==> src/line_list_pkg.sv <==
package line_list_pkg;
  localparam int ADDR_W = 19;
  localparam int STRIDE_W = 12;
  // control word bit positions, first byte in bits 7:0
  localparam int B_TEXT = 0;
  localparam int B_PIXEL = 1;
  localparam int B_OFF = 2;
  localparam int B_MAP_ON = 3;
  localparam int B_MAP_OFF = 4;
  localparam int B_REPEAT = 5;
  localparam int B_HIRES = 12;
  localparam int B_LORES = 13;
  localparam int B_TERM = 15;
  // parameter groups follow control bits 5..11 in order
  localparam logic [2:0] GRP_REPEAT = 3'h0;
  localparam logic [2:0] GRP_OV_PTR = 3'h1;
  localparam logic [2:0] GRP_TSCROLL = 3'h2;
  localparam logic [2:0] GRP_FONT = 3'h3;
  localparam logic [2:0] GRP_MAP_PTR = 3'h4;
  localparam logic [2:0] GRP_MAP_PAR = 3'h5;
  localparam logic [2:0] GRP_SPAN = 3'h6;
  localparam logic [2:0] GRP_NONE = 3'h7;
  localparam int GRP_FIRST_BIT = 5;
  // display span byte layout
  localparam int SPAN_LSB = 0;
  localparam int BANK_LSB = 4;
  // top-of-frame values and the last text row
  localparam logic [1:0] SPAN_RST = 2'h1;
  localparam logic [3:0] BANK_RST = 4'h0;
  localparam logic [7:0] PRIO_RST = 8'hff;
  localparam logic [4:0] FIELD_RST = 5'h07;
  localparam logic [2:0] TEXT_ROW_LAST = 3'h7;
  typedef enum logic [5:0] {
    S_IDLE  = 6'h01,
    S_CW0   = 6'h02,
    S_CW1   = 6'h04,
    S_PARAM = 6'h08,
    S_READY = 6'h10,
    S_VWAIT = 6'h20
  } list_state_t;
endpackage

==> src/list_byte_fetch.sv <==
`timescale 1ns/1ps
module list_byte_fetch
  import line_list_pkg::*;
(
  // clock and reset
  input wire logic clk,
  input wire logic rstn,
  // request from the interpreter
  input wire logic start,
  input wire logic abort,
  input wire logic [ADDR_W-1:0] addr,
  output logic busy,
  output logic done,
  output logic [7:0] data,
  // video memory read port
  output logic mem_req,
  output logic [ADDR_W-1:0] mem_addr,
  input wire logic mem_ack,
  input wire logic [7:0] mem_rdata
);
  logic req_r, req_nxt, done_r, done_nxt;
  logic [ADDR_W-1:0] addr_r, addr_nxt;
  logic [7:0] data_r, data_nxt;

  always_comb
  begin
    req_nxt = req_r;
    addr_nxt = addr_r;
    done_nxt = 1'b0;
    data_nxt = data_r;
    if (abort)
    begin
      req_nxt = 1'b0;
    end
    else if (req_r && mem_ack)
    begin
      req_nxt = 1'b0;
      done_nxt = 1'b1;
      data_nxt = mem_rdata;
    end
    else if (!req_r && start)
    begin
      req_nxt = 1'b1;
      addr_nxt = addr;
    end
  end

  always_ff @(posedge clk or negedge rstn)
  begin
    if (!rstn)
    begin
      req_r <= 1'b0;
      addr_r <= '0;
      done_r <= 1'b0;
      data_r <= 8'h00;
    end
    else
    begin
      req_r <= req_nxt;
      addr_r <= addr_nxt;
      done_r <= done_nxt;
      data_r <= data_nxt;
    end
  end

  assign busy = req_r;
  assign done = done_r;
  assign data = data_r;
  assign mem_req = req_r;
  assign mem_addr = addr_r;
endmodule

==> src/line_list_ctrl.sv <==
`timescale 1ns/1ps
// Behaviour
// - run the list from the start at frame top if list_run_enable is set then; clearing it mid-frame does not stop the list
// - start pointer from three bytes reaches all 512KB; list length has no limit
// - record is a two-byte control word plus 0 to 20 parameter bytes
// - whole record decoded before its scanline; any bit combination accepted
// - bits 1.0-1.2 text, pixel, off; several means off; none keeps; off at top
// - bits 1.3/1.4 map on/off; both means off; none keeps; off at top
// - bit 1.5 byte x; next x lines reuse settings without list fetches
// - bit 1.6 loads 19-bit overlay pointer then 12-bit stride, little endian
// - stride added each line in pixel mode, every eighth line in text mode
// - bit 1.7 loads text horizontal then vertical scroll, 0 to 7
// - text scroll always active, zero at frame top, persists until reloaded
// - bit 2.0 byte selects font base on a 2K boundary
// - bit 2.1 loads 19-bit map pointer then 12-bit map stride
// - map stride added after last line of a field row unless reloaded
// - bit 2.2 loads map hscroll, vscroll, field width and height codes
// - map scrolls zero, field codes 7 at frame top; values persist
// - bit 2.3 loads span select plus colour shift, then main priority
// - colour index uses palette bank offset 0 to 15, zero by default
// - main priority byte, default 255, ignored while the map is on
// - bit 2.4 selects high resolution only in pixel mode
// - bit 2.5 selects low resolution only in pixel mode; bit 2.6 reserved
// - bit 2.7 ends the list; wait for vertical sync then restart
module line_list_ctrl
  import line_list_pkg::*;
(
  // clock and reset
  input wire logic clk,
  input wire logic rstn,
  // configuration
  input wire logic list_run_enable,
  input wire logic [7:0] list_pointer_low,
  input wire logic [7:0] list_pointer_mid,
  input wire logic [2:0] list_pointer_high,
  // display timing, one-cycle pulses
  input wire logic vsync_pulse,
  input wire logic line_end,
  // video memory read port
  output logic mem_req,
  output logic [ADDR_W-1:0] mem_addr,
  input wire logic mem_ack,
  input wire logic [7:0] mem_rdata,
  // settings towards the display pipeline
  output logic line_ready,
  output logic overlay_text,
  output logic overlay_pixel,
  output logic high_res,
  output logic low_res,
  output logic map_on,
  output logic [ADDR_W-1:0] overlay_memory_pointer,
  output logic [STRIDE_W-1:0] overlay_line_stride,
  output logic [2:0] text_hscroll,
  output logic [2:0] text_vscroll,
  output logic [7:0] font_base,
  output logic [ADDR_W-1:0] attribute_map_pointer,
  output logic [STRIDE_W-1:0] attribute_map_stride,
  output logic [4:0] map_hscroll,
  output logic [4:0] map_vscroll,
  output logic [4:0] field_width,
  output logic [4:0] field_height,
  output logic [1:0] display_span_select,
  output logic [3:0] palette_bank_offset,
  output logic [7:0] main_priority
);
  function automatic logic [2:0] grp_len(input logic [2:0] g);
    case (g)
      GRP_REPEAT: grp_len = 3'd1;
      GRP_OV_PTR: grp_len = 3'd5;
      GRP_TSCROLL: grp_len = 3'd2;
      GRP_FONT: grp_len = 3'd1;
      GRP_MAP_PTR: grp_len = 3'd5;
      GRP_MAP_PAR: grp_len = 3'd4;
      default: grp_len = 3'd2;
    endcase
  endfunction
  function automatic logic [2:0] next_grp(input logic [15:0] c, input logic [3:0] from);
    logic [2:0] res;
    res = GRP_NONE;
    for (int k = 6; k >= 0; k--)
    begin
      if (4'(k) >= from && c[GRP_FIRST_BIT + k])
        res = 3'(k);
    end
    return res;
  endfunction
  list_state_t st_r, st_nxt;
  logic [15:0] ctrl_r, ctrl_nxt;
  logic [ADDR_W-1:0] la_r, la_nxt;
  logic [2:0] grp_r, grp_nxt, bi_r, bi_nxt;
  logic [7:0] rpt_r, rpt_nxt;
  logic [2:0] trow_r, trow_nxt;
  logic [4:0] mrow_r, mrow_nxt;
  logic otx_r, otx_nxt, opx_r, opx_nxt, hr_r, hr_nxt, lr_r, lr_nxt, map_r, map_nxt;
  logic [ADDR_W-1:0] op_r, op_nxt, mp_r, mp_nxt;
  logic [STRIDE_W-1:0] os_r, os_nxt, ms_r, ms_nxt;
  logic [2:0] ths_r, ths_nxt, tvs_r, tvs_nxt;
  logic [7:0] fb_r, fb_nxt, pr_r, pr_nxt;
  logic [4:0] mhs_r, mhs_nxt, mvs_r, mvs_nxt, fw_r, fw_nxt, fh_r, fh_nxt;
  logic [1:0] sp_r, sp_nxt;
  logic [3:0] bk_r, bk_nxt;
  logic f_busy, f_done, f_start;
  logic [7:0] f_data;
  logic [15:0] cw;
  logic [ADDR_W-1:0] list_start;
  assign list_start = {list_pointer_high, list_pointer_mid, list_pointer_low};
  assign cw = {f_data, ctrl_r[7:0]};
  // one byte at a time; the done cycle is skipped so a byte is never consumed twice
  assign f_start = (st_r == S_CW0 || st_r == S_CW1 || st_r == S_PARAM) && !f_busy && !f_done;
  list_byte_fetch u_fetch (
    .clk(clk),
    .rstn(rstn),
    .start(f_start),
    .abort(vsync_pulse),
    .addr(la_r),
    .busy(f_busy),
    .done(f_done),
    .data(f_data),
    .mem_req(mem_req),
    .mem_addr(mem_addr),
    .mem_ack(mem_ack),
    .mem_rdata(mem_rdata)
  );
  always_comb
  begin
    st_nxt = st_r; ctrl_nxt = ctrl_r; la_nxt = la_r; grp_nxt = grp_r; bi_nxt = bi_r;
    rpt_nxt = rpt_r; trow_nxt = trow_r; mrow_nxt = mrow_r;
    otx_nxt = otx_r; opx_nxt = opx_r; hr_nxt = hr_r; lr_nxt = lr_r; map_nxt = map_r;
    op_nxt = op_r; os_nxt = os_r; mp_nxt = mp_r; ms_nxt = ms_r;
    ths_nxt = ths_r; tvs_nxt = tvs_r; fb_nxt = fb_r; pr_nxt = pr_r;
    mhs_nxt = mhs_r; mvs_nxt = mvs_r; fw_nxt = fw_r; fh_nxt = fh_r;
    sp_nxt = sp_r; bk_nxt = bk_r;
    if (vsync_pulse)
    begin
      // frame top: defaults, then restart from the start pointer if list_run_enable is set
      otx_nxt = 1'b0; opx_nxt = 1'b0; hr_nxt = 1'b0; lr_nxt = 1'b0;
      map_nxt = 1'b0;
      ths_nxt = 3'h0; tvs_nxt = 3'h0;
      mhs_nxt = 5'h00; mvs_nxt = 5'h00; fw_nxt = FIELD_RST; fh_nxt = FIELD_RST;
      sp_nxt = SPAN_RST; pr_nxt = PRIO_RST;
      bk_nxt = BANK_RST;
      rpt_nxt = 8'h00; trow_nxt = 3'h0; mrow_nxt = 5'h00;
      la_nxt = list_start;
      st_nxt = list_run_enable ? S_CW0 : S_IDLE;
    end
    else
    begin
      case (st_r)
        S_CW0:
          if (f_done)
          begin
            ctrl_nxt[7:0] = f_data;
            la_nxt = la_r + 1'b1;
            st_nxt = S_CW1;
          end
        S_CW1:
          if (f_done)
          begin
            ctrl_nxt = cw;
            la_nxt = la_r + 1'b1;
            if (cw[B_TEXT] || cw[B_PIXEL] || cw[B_OFF])
            begin
              otx_nxt = cw[B_TEXT] && !cw[B_PIXEL] && !cw[B_OFF];
              opx_nxt = cw[B_PIXEL] && !cw[B_TEXT] && !cw[B_OFF];
            end
            // both resolution bits at once is forbidden; it falls back to standard
            if (cw[B_PIXEL] && !cw[B_TEXT] && !cw[B_OFF])
            begin
              hr_nxt = cw[B_HIRES] && !cw[B_LORES];
              lr_nxt = cw[B_LORES] && !cw[B_HIRES];
            end
            if (cw[B_MAP_OFF])
              map_nxt = 1'b0;
            else if (cw[B_MAP_ON])
              map_nxt = 1'b1;
            grp_nxt = next_grp(cw, 4'h0);
            bi_nxt = 3'h0;
            st_nxt = (next_grp(cw, 4'h0) == GRP_NONE) ? S_READY : S_PARAM;
          end
        S_PARAM:
          if (f_done)
          begin
            la_nxt = la_r + 1'b1;
            case (grp_r)
              GRP_REPEAT: rpt_nxt = f_data;
              GRP_OV_PTR:
              begin
                trow_nxt = 3'h0;
                case (bi_r)
                  3'h0: op_nxt[7:0] = f_data;
                  3'h1: op_nxt[15:8] = f_data;
                  3'h2: op_nxt[18:16] = f_data[2:0];
                  3'h3: os_nxt[7:0] = f_data;
                  default: os_nxt[11:8] = f_data[3:0];
                endcase
              end
              GRP_TSCROLL:
                if (bi_r == 3'h0)
                  ths_nxt = f_data[2:0];
                else
                  tvs_nxt = f_data[2:0];
              GRP_FONT: fb_nxt = f_data;
              GRP_MAP_PTR:
              begin
                mrow_nxt = 5'h00;
                case (bi_r)
                  3'h0: mp_nxt[7:0] = f_data;
                  3'h1: mp_nxt[15:8] = f_data;
                  3'h2: mp_nxt[18:16] = f_data[2:0];
                  3'h3: ms_nxt[7:0] = f_data;
                  default: ms_nxt[11:8] = f_data[3:0];
                endcase
              end
              GRP_MAP_PAR:
                case (bi_r)
                  3'h0: mhs_nxt = f_data[4:0];
                  3'h1: mvs_nxt = f_data[4:0];
                  3'h2: fw_nxt = f_data[4:0];
                  default: fh_nxt = f_data[4:0];
                endcase
              default:
                if (bi_r == 3'h0)
                begin
                  sp_nxt = f_data[SPAN_LSB +: 2];
                  bk_nxt = f_data[BANK_LSB +: 4];
                end
                else
                  pr_nxt = f_data;
            endcase
            bi_nxt = (bi_r == grp_len(grp_r) - 3'h1) ? 3'h0 : bi_r + 3'h1;
            if (bi_r == grp_len(grp_r) - 3'h1)
            begin
              grp_nxt = next_grp(ctrl_r, {1'b0, grp_r} + 4'h1);
              if (next_grp(ctrl_r, {1'b0, grp_r} + 4'h1) == GRP_NONE)
                st_nxt = S_READY;
            end
          end
        S_READY:
          if (line_end)
          begin
            if (opx_r || (otx_r && trow_r == TEXT_ROW_LAST))
              op_nxt = op_r + ADDR_W'(os_r);
            if (otx_r)
              trow_nxt = trow_r + 3'h1;
            mrow_nxt = (mrow_r >= fh_r) ? 5'h00 : mrow_r + 5'h01;
            if (mrow_r >= fh_r)
              mp_nxt = mp_r + ADDR_W'(ms_r);
            if (rpt_r != 8'h00)
              rpt_nxt = rpt_r - 8'h01;
            else
              st_nxt = ctrl_r[B_TERM] ? S_VWAIT : S_CW0;
          end
        default: st_nxt = st_r;
      endcase
    end
  end
  always_ff @(posedge clk or negedge rstn)
  begin
    if (!rstn)
    begin
      st_r <= S_IDLE; ctrl_r <= 16'h0000; la_r <= '0; grp_r <= GRP_NONE; bi_r <= 3'h0;
      rpt_r <= 8'h00; trow_r <= 3'h0; mrow_r <= 5'h00;
      otx_r <= 1'b0; opx_r <= 1'b0; hr_r <= 1'b0; lr_r <= 1'b0; map_r <= 1'b0;
      op_r <= '0; os_r <= '0; mp_r <= '0; ms_r <= '0;
      ths_r <= 3'h0; tvs_r <= 3'h0; fb_r <= 8'h00; pr_r <= PRIO_RST;
      mhs_r <= 5'h00; mvs_r <= 5'h00; fw_r <= FIELD_RST; fh_r <= FIELD_RST;
      sp_r <= SPAN_RST; bk_r <= BANK_RST;
    end
    else
    begin
      st_r <= st_nxt; ctrl_r <= ctrl_nxt; la_r <= la_nxt; grp_r <= grp_nxt; bi_r <= bi_nxt;
      rpt_r <= rpt_nxt; trow_r <= trow_nxt; mrow_r <= mrow_nxt;
      otx_r <= otx_nxt; opx_r <= opx_nxt; hr_r <= hr_nxt; lr_r <= lr_nxt; map_r <= map_nxt;
      op_r <= op_nxt; os_r <= os_nxt; mp_r <= mp_nxt; ms_r <= ms_nxt;
      ths_r <= ths_nxt; tvs_r <= tvs_nxt; fb_r <= fb_nxt; pr_r <= pr_nxt;
      mhs_r <= mhs_nxt; mvs_r <= mvs_nxt; fw_r <= fw_nxt; fh_r <= fh_nxt;
      sp_r <= sp_nxt; bk_r <= bk_nxt;
    end
  end
  assign line_ready = st_r[4];
  assign overlay_text = otx_r;
  assign overlay_pixel = opx_r;
  assign high_res = hr_r;
  assign low_res = lr_r;
  assign map_on = map_r;
  assign overlay_memory_pointer = op_r;
  assign overlay_line_stride = os_r;
  assign text_hscroll = ths_r;
  assign text_vscroll = tvs_r;
  assign font_base = fb_r;
  assign attribute_map_pointer = mp_r;
  assign attribute_map_stride = ms_r;
  assign map_hscroll = mhs_r;
  assign map_vscroll = mvs_r;
  assign field_width = fw_r;
  assign field_height = fh_r;
  assign display_span_select = sp_r;
  assign palette_bank_offset = bk_r;
  // the map overrides this byte downstream, so it is still loaded while the map is on
  assign main_priority = pr_r;
endmodule

==> config.mk <==
export PLATFORM = sky130hd
export DESIGN_NAME = line_list_ctrl
export DESIGN_NICKNAME = d
export VERILOG_FILES = /design/src/line_list_pkg.sv /design/src/list_byte_fetch.sv /design/src/line_list_ctrl.sv
export SDC_FILE = /design/constraint.sdc
export NUM_CORES = 1
export LEC_CHECK = 0
export BUFFER_PORTS_ARGS = -buffer_cell sky130_fd_sc_hd__buf_2
export CORE_MARGIN = 2
export CORE_UTILIZATION = 61
export CTS_CLUSTER_SIZE = 40
export DETAILED_ROUTE_END_ITERATION = 12
export PLACE_DENSITY = 0.94
export SLEW_MARGIN = 15
export SYNTH_ARGS = -nofsm -noshare
export SYNTH_HDL_FRONTEND = slang
export SYNTH_SLANG_ARGS = --single-unit
==> constraint.sdc <==
create_clock -name clk -period 4.97 [get_ports clk]
set_input_delay 0.497 -clock clk [delete_from_list [all_inputs] [get_ports clk]]
set_output_delay 0.497 -clock clk [all_outputs]
set_load 0.01 [all_outputs]
==> metrics.txt <==
# TYPE chip_impl_metric gauge
chip_impl_info{name="run_status",value="completed"} 1
chip_impl_metric{name="floorplan.die_area",unit="um2"} 19200
chip_impl_metric{name="fill_cells",unit=""} 1155
chip_impl_metric{name="post_synth_instance_area",unit="um2"} 11000
chip_impl_metric{name="maximum_number_of_pins_on_one_net_before_global_route_repair",unit=""} 131
chip_impl_metric{name="period_share",unit=""} 0.642
chip_impl_metric{name="cts-htree-levels",unit=""} 1
chip_impl_metric{name="routed-via-count",unit=""} 10000
chip_impl_metric{name="finalCoreUtilization",unit=""} 0.720
chip_impl_metric{name="worst-path-max-fanout",unit=""} 31
chip_impl_metric{name="cts_resized",unit=""} 0
chip_impl_metric{name="dr.pass1.iters",unit=""} 6
chip_impl_metric{name="syn_nets",unit=""} 1208
chip_impl_metric{name="core-area",unit="um2"} 17800
chip_impl_metric{name="vias_per_cell",unit=""} 6.60
chip_impl_info{name="synth.largest_area_cell",value="dfrtp_1"} 1
chip_impl_metric{name="clk_path_buf_depth",unit=""} 3
chip_impl_metric{name="cts_buffers",unit=""} 22
chip_impl_metric{name="row_count",unit=""} 49
chip_impl_metric{name="clk-insertion-delay-late",unit="ps"} 520
chip_impl_metric{name="number_of_flip_flops_and_latches_in_the_synthesized_netlist",unit=""} 204
chip_impl_metric{name="synth_enable_flop_cells",unit=""} 0
chip_impl_metric{name="io-pin-count",unit=""} 169
chip_impl_info{name="cts_tree",value="done"} 1
chip_impl_metric{name="p_leak",unit="nW"} 6.22
chip_impl_metric{name="post-place-cells",unit=""} 1482
chip_impl_metric{name="detailedRoute.firstIterationViolations",unit=""} 1301
chip_impl_metric{name="req_time_crit_path",unit="ps"} 5400
chip_impl_metric{name="route.final.wire_length",unit="um"} 32400
chip_impl_metric{name="final-instance-count-excl-fill",unit=""} 1523
chip_impl_metric{name="final_period_minus_worst_setup_slack",unit="ps"} 3190
chip_impl_metric{name="worstMarginPinSlew",unit="ps"} 1160
chip_impl_metric{name="nets",unit=""} 1359
chip_impl_metric{name="initial_antenna_violation_count",unit=""} 1
chip_impl_metric{name="max_cap_viol_count",unit=""} 0
chip_impl_info{name="synth_commonest_cells",value="185 x dfrtp_1, 151 x nand2_1, 97 x o21ai_0"} 1
chip_impl_metric{name="max_clock_freq",unit="GHz"} 0.313
chip_impl_metric{name="hpwl",unit="um"} 21400
chip_impl_metric{name="clock_transition_at_the_registers_of_the_reported_paths",unit="ps"} 70
chip_impl_metric{name="start_util",unit=""} 0.619
chip_impl_metric{name="antenna_violating_nets_post_route",unit=""} 0
chip_impl_metric{name="hold_buffers",unit=""} 0
chip_impl_info{name="hp-class",value="in -> async"} 1
chip_impl_metric{name="yosysWarningCount",unit=""} 0
chip_impl_metric{name="synth_cells",unit=""} 1126
chip_impl_info{name="netlist_top_cells_area",value="dfrtp_1 42%, mux2_2 6.4%, ha_1 5.3%"} 1
chip_impl_info{name="cp_cell_instances",value="nor3_4, and3_1, buf_4, nand2_2, a211o_1, nor2_1, nand2_1, o21ai_1"} 1
chip_impl_metric{name="grt-ovfl-total",unit=""} 0
chip_impl_metric{name="hold_viol",unit=""} 0
chip_impl_metric{name="die_h",unit="um"} 139
chip_impl_metric{name="layout-drive-gt1-share",unit=""} 0.251
chip_impl_metric{name="ys_async_sr_fraction",unit=""} 1.00
chip_impl_metric{name="layout-area-overhead-vs-synth",unit="%"} 16.3
chip_impl_metric{name="finalSetupTns",unit="ps"} 0
chip_impl_metric{name="post_drt_wl_per_cell",unit="um"} 21.3
chip_impl_info{name="yosysMostFrequentCell",value="dfrtp_1"} 1
chip_impl_metric{name="numClockSinks",unit=""} 204
chip_impl_info{name="worstSetupStartpointType",value="register"} 1
chip_impl_info{name="rsz_0062_raised_after_global_routing",value="false"} 1
chip_impl_info{name="cpMaxStageDelayCell",value="and3_1"} 1
chip_impl_info{name="path_class",value="reg -> reg"} 1
chip_impl_metric{name="die-width",unit="um"} 139
chip_impl_metric{name="first_global_vias",unit=""} 9919
chip_impl_info{name="root_buffer",value="clkbuf_16"} 1
chip_impl_metric{name="yosysUniqueCellTypes",unit=""} 75
chip_impl_metric{name="grt_usage",unit=""} 0.335
chip_impl_metric{name="power_per_cell_area",unit="nW/um2"} 392
chip_impl_metric{name="critPathArrivalTime",unit="ps"} 3620
chip_impl_metric{name="fin_skew",unit="ps"} 19.1
chip_impl_metric{name="drcViolationCount",unit=""} 0
chip_impl_info{name="postSynth.topFlopCell",value="dfrtp_1"} 1
chip_impl_metric{name="globalplace.congestion",unit=""} 0.945
chip_impl_metric{name="timing.final.setup_violations",unit=""} 0
chip_impl_metric{name="grt_first_pass_wirelength",unit="um"} 52400
chip_impl_metric{name="slew_viol_final",unit=""} 0
chip_impl_info{name="worstSetupEndpointType",value="register"} 1
chip_impl_metric{name="timing.max_slew.rel_slack",unit=""} 0.226
chip_impl_metric{name="slowest_delay",unit="ps"} 760
chip_impl_metric{name="syn_area_per_cell",unit="um2"} 9.81
chip_impl_metric{name="ir_drop",unit="V"} 0.000341
chip_impl_metric{name="yosysSeqAreaShare",unit=""} 0.464
chip_impl_metric{name="port_buffers",unit=""} 168
chip_impl_metric{name="cts_setup_buffers",unit=""} 0
chip_impl_metric{name="yosysTopAreaCellShare",unit=""} 0.419
chip_impl_metric{name="worst_hold_slack",unit="ps"} 144
logic make-up after synthesis:
group | Yosys count | synth area share
AO/OA/AOI/OAI | 287 | 0.163
multiplexers | 86 | 0.0905
XOR/XNOR | 38 | 0.0301
buffers and inverters | 88 | 0.0342
adder cells (fa/ha/maj) | 49 | 0.0569
AND/OR/NAND/NOR | 374 | 0.161
flip-flops | 204 | 0.464
report_power, final:
group,leakage (nW),internal [W],switching (W),total [W]
clock network,0.405,0.00120,0.000684,0.00189
registers,2.62,0.00186,0.000281,0.00215
logic,3.19,0.000401,0.000598,0.000999
critical path: cells and delay by family (launching register included):
family	cells	cell delay, ps
AO/OA/AOI/OAI	2	550
flip-flops	1	440
AND/OR/NAND/NOR	5	1670
buffers and inverters	1	460
sequential cells by signal (all words and copies together), names as in the netlist, 12 cells and up:
signal	count
attribute_map_pointer	19
attribute_map_stride	12
ctrl_r	13
la_r	19
overlay_line_stride	12
overlay_memory_pointer	19
u_fetch.mem_addr	19
stage by stage:
| step | setup slack (ps) | instance area (um2) | power (W) |
|---|---|---|---|
| 2_1_floorplan | 2160 | 11000 | 0.00265 |
| 3_3_place_gp | 2020 | 12000 | 0.00307 |
| 3_5_place_dp | 1930 | 12000 | 0.00312 |
| 4_1_cts | 1880 | 12800 | 0.00500 |
| 5_1_grt | 1620 | 12800 | 0.00519 |
| 6_report | 1780 | 12800 | 0.00503 |
worst paths after layout:
check	from	endpoint	slack, ps	cells after the start
worst max-delay path	st_r[1]$_DFFE_PN0P_	mrow_r[2]$_DFFE_PN0P_	1780	8
worst min-delay path	rstn	ctrl_r[4]$_DFFE_PN0P_	140	1
worst max register to register	st_r[1]$_DFFE_PN0P_	mrow_r[2]$_DFFE_PN0P_	1780	8
worst min register to register	ctrl_r[4]$_DFFE_PN0P_	map_on$_DFFE_PN0P_	470	1
max in group asynchronous	rstn	attribute_map_pointer[1]$_DFFE_PN0P_	3650	2
min in group clk	mem_rdata[4]	u_fetch.data[4]$_DFFE_PN0P_	170	3
metal layers:
metal  up-vias  GRT usage  part of all wire
met1      4833      0.441              0.37
li1       4342          -                 -
met3       163     0.0587             0.099
met2       709      0.536              0.48
met4         0      0.172             0.051
met5         -          0                 0
cells in the final DEF (no fill, tap or decap), types with 10 or more instances in the layout:
cell type	synthesis	final
ha_1	47	47
o211ai_1	11	11
nand4_1	13	13
xor2_1	17	17
nand3_1	31	31
inv_1	37	37
xnor2_1	21	21
nand2_1	151	151
a31oi_1	14	14
nor2_1	76	76
dfrtp_1	185	185
dfstp_2	19	19
clkbuf_16	0	23
buf_2	8	167
mux2_2	63	63
a21oi_1	67	67
mux2i_1	11	11
and3_1	10	10
nor3_1	31	31
o22a_1	13	13
mux2_4	12	12
nor2b_1	12	12
o21a_1	10	10
o21ai_0	97	97
area by class of cell:
| cell class | count | area, um2 | share of cell area |
|---|---|---|---|
| Antenna cell | 1 | 2.50 | 0.000195 |
| Clock buffer | 29 | 628 | 0.0489 |
| Clock inverter | 11 | 210 | 0.0164 |
| Inverter | 40 | 150 | 0.0117 |
| Multi-Input combinational cell | 834 | 5540 | 0.431 |
| Sequential cell | 204 | 5130 | 0.399 |
| Tap cell | 229 | 287 | 0.0223 |
| Timing Repair Buffer | 175 | 902 | 0.0702 |
(Power assumes the default switching activity.)
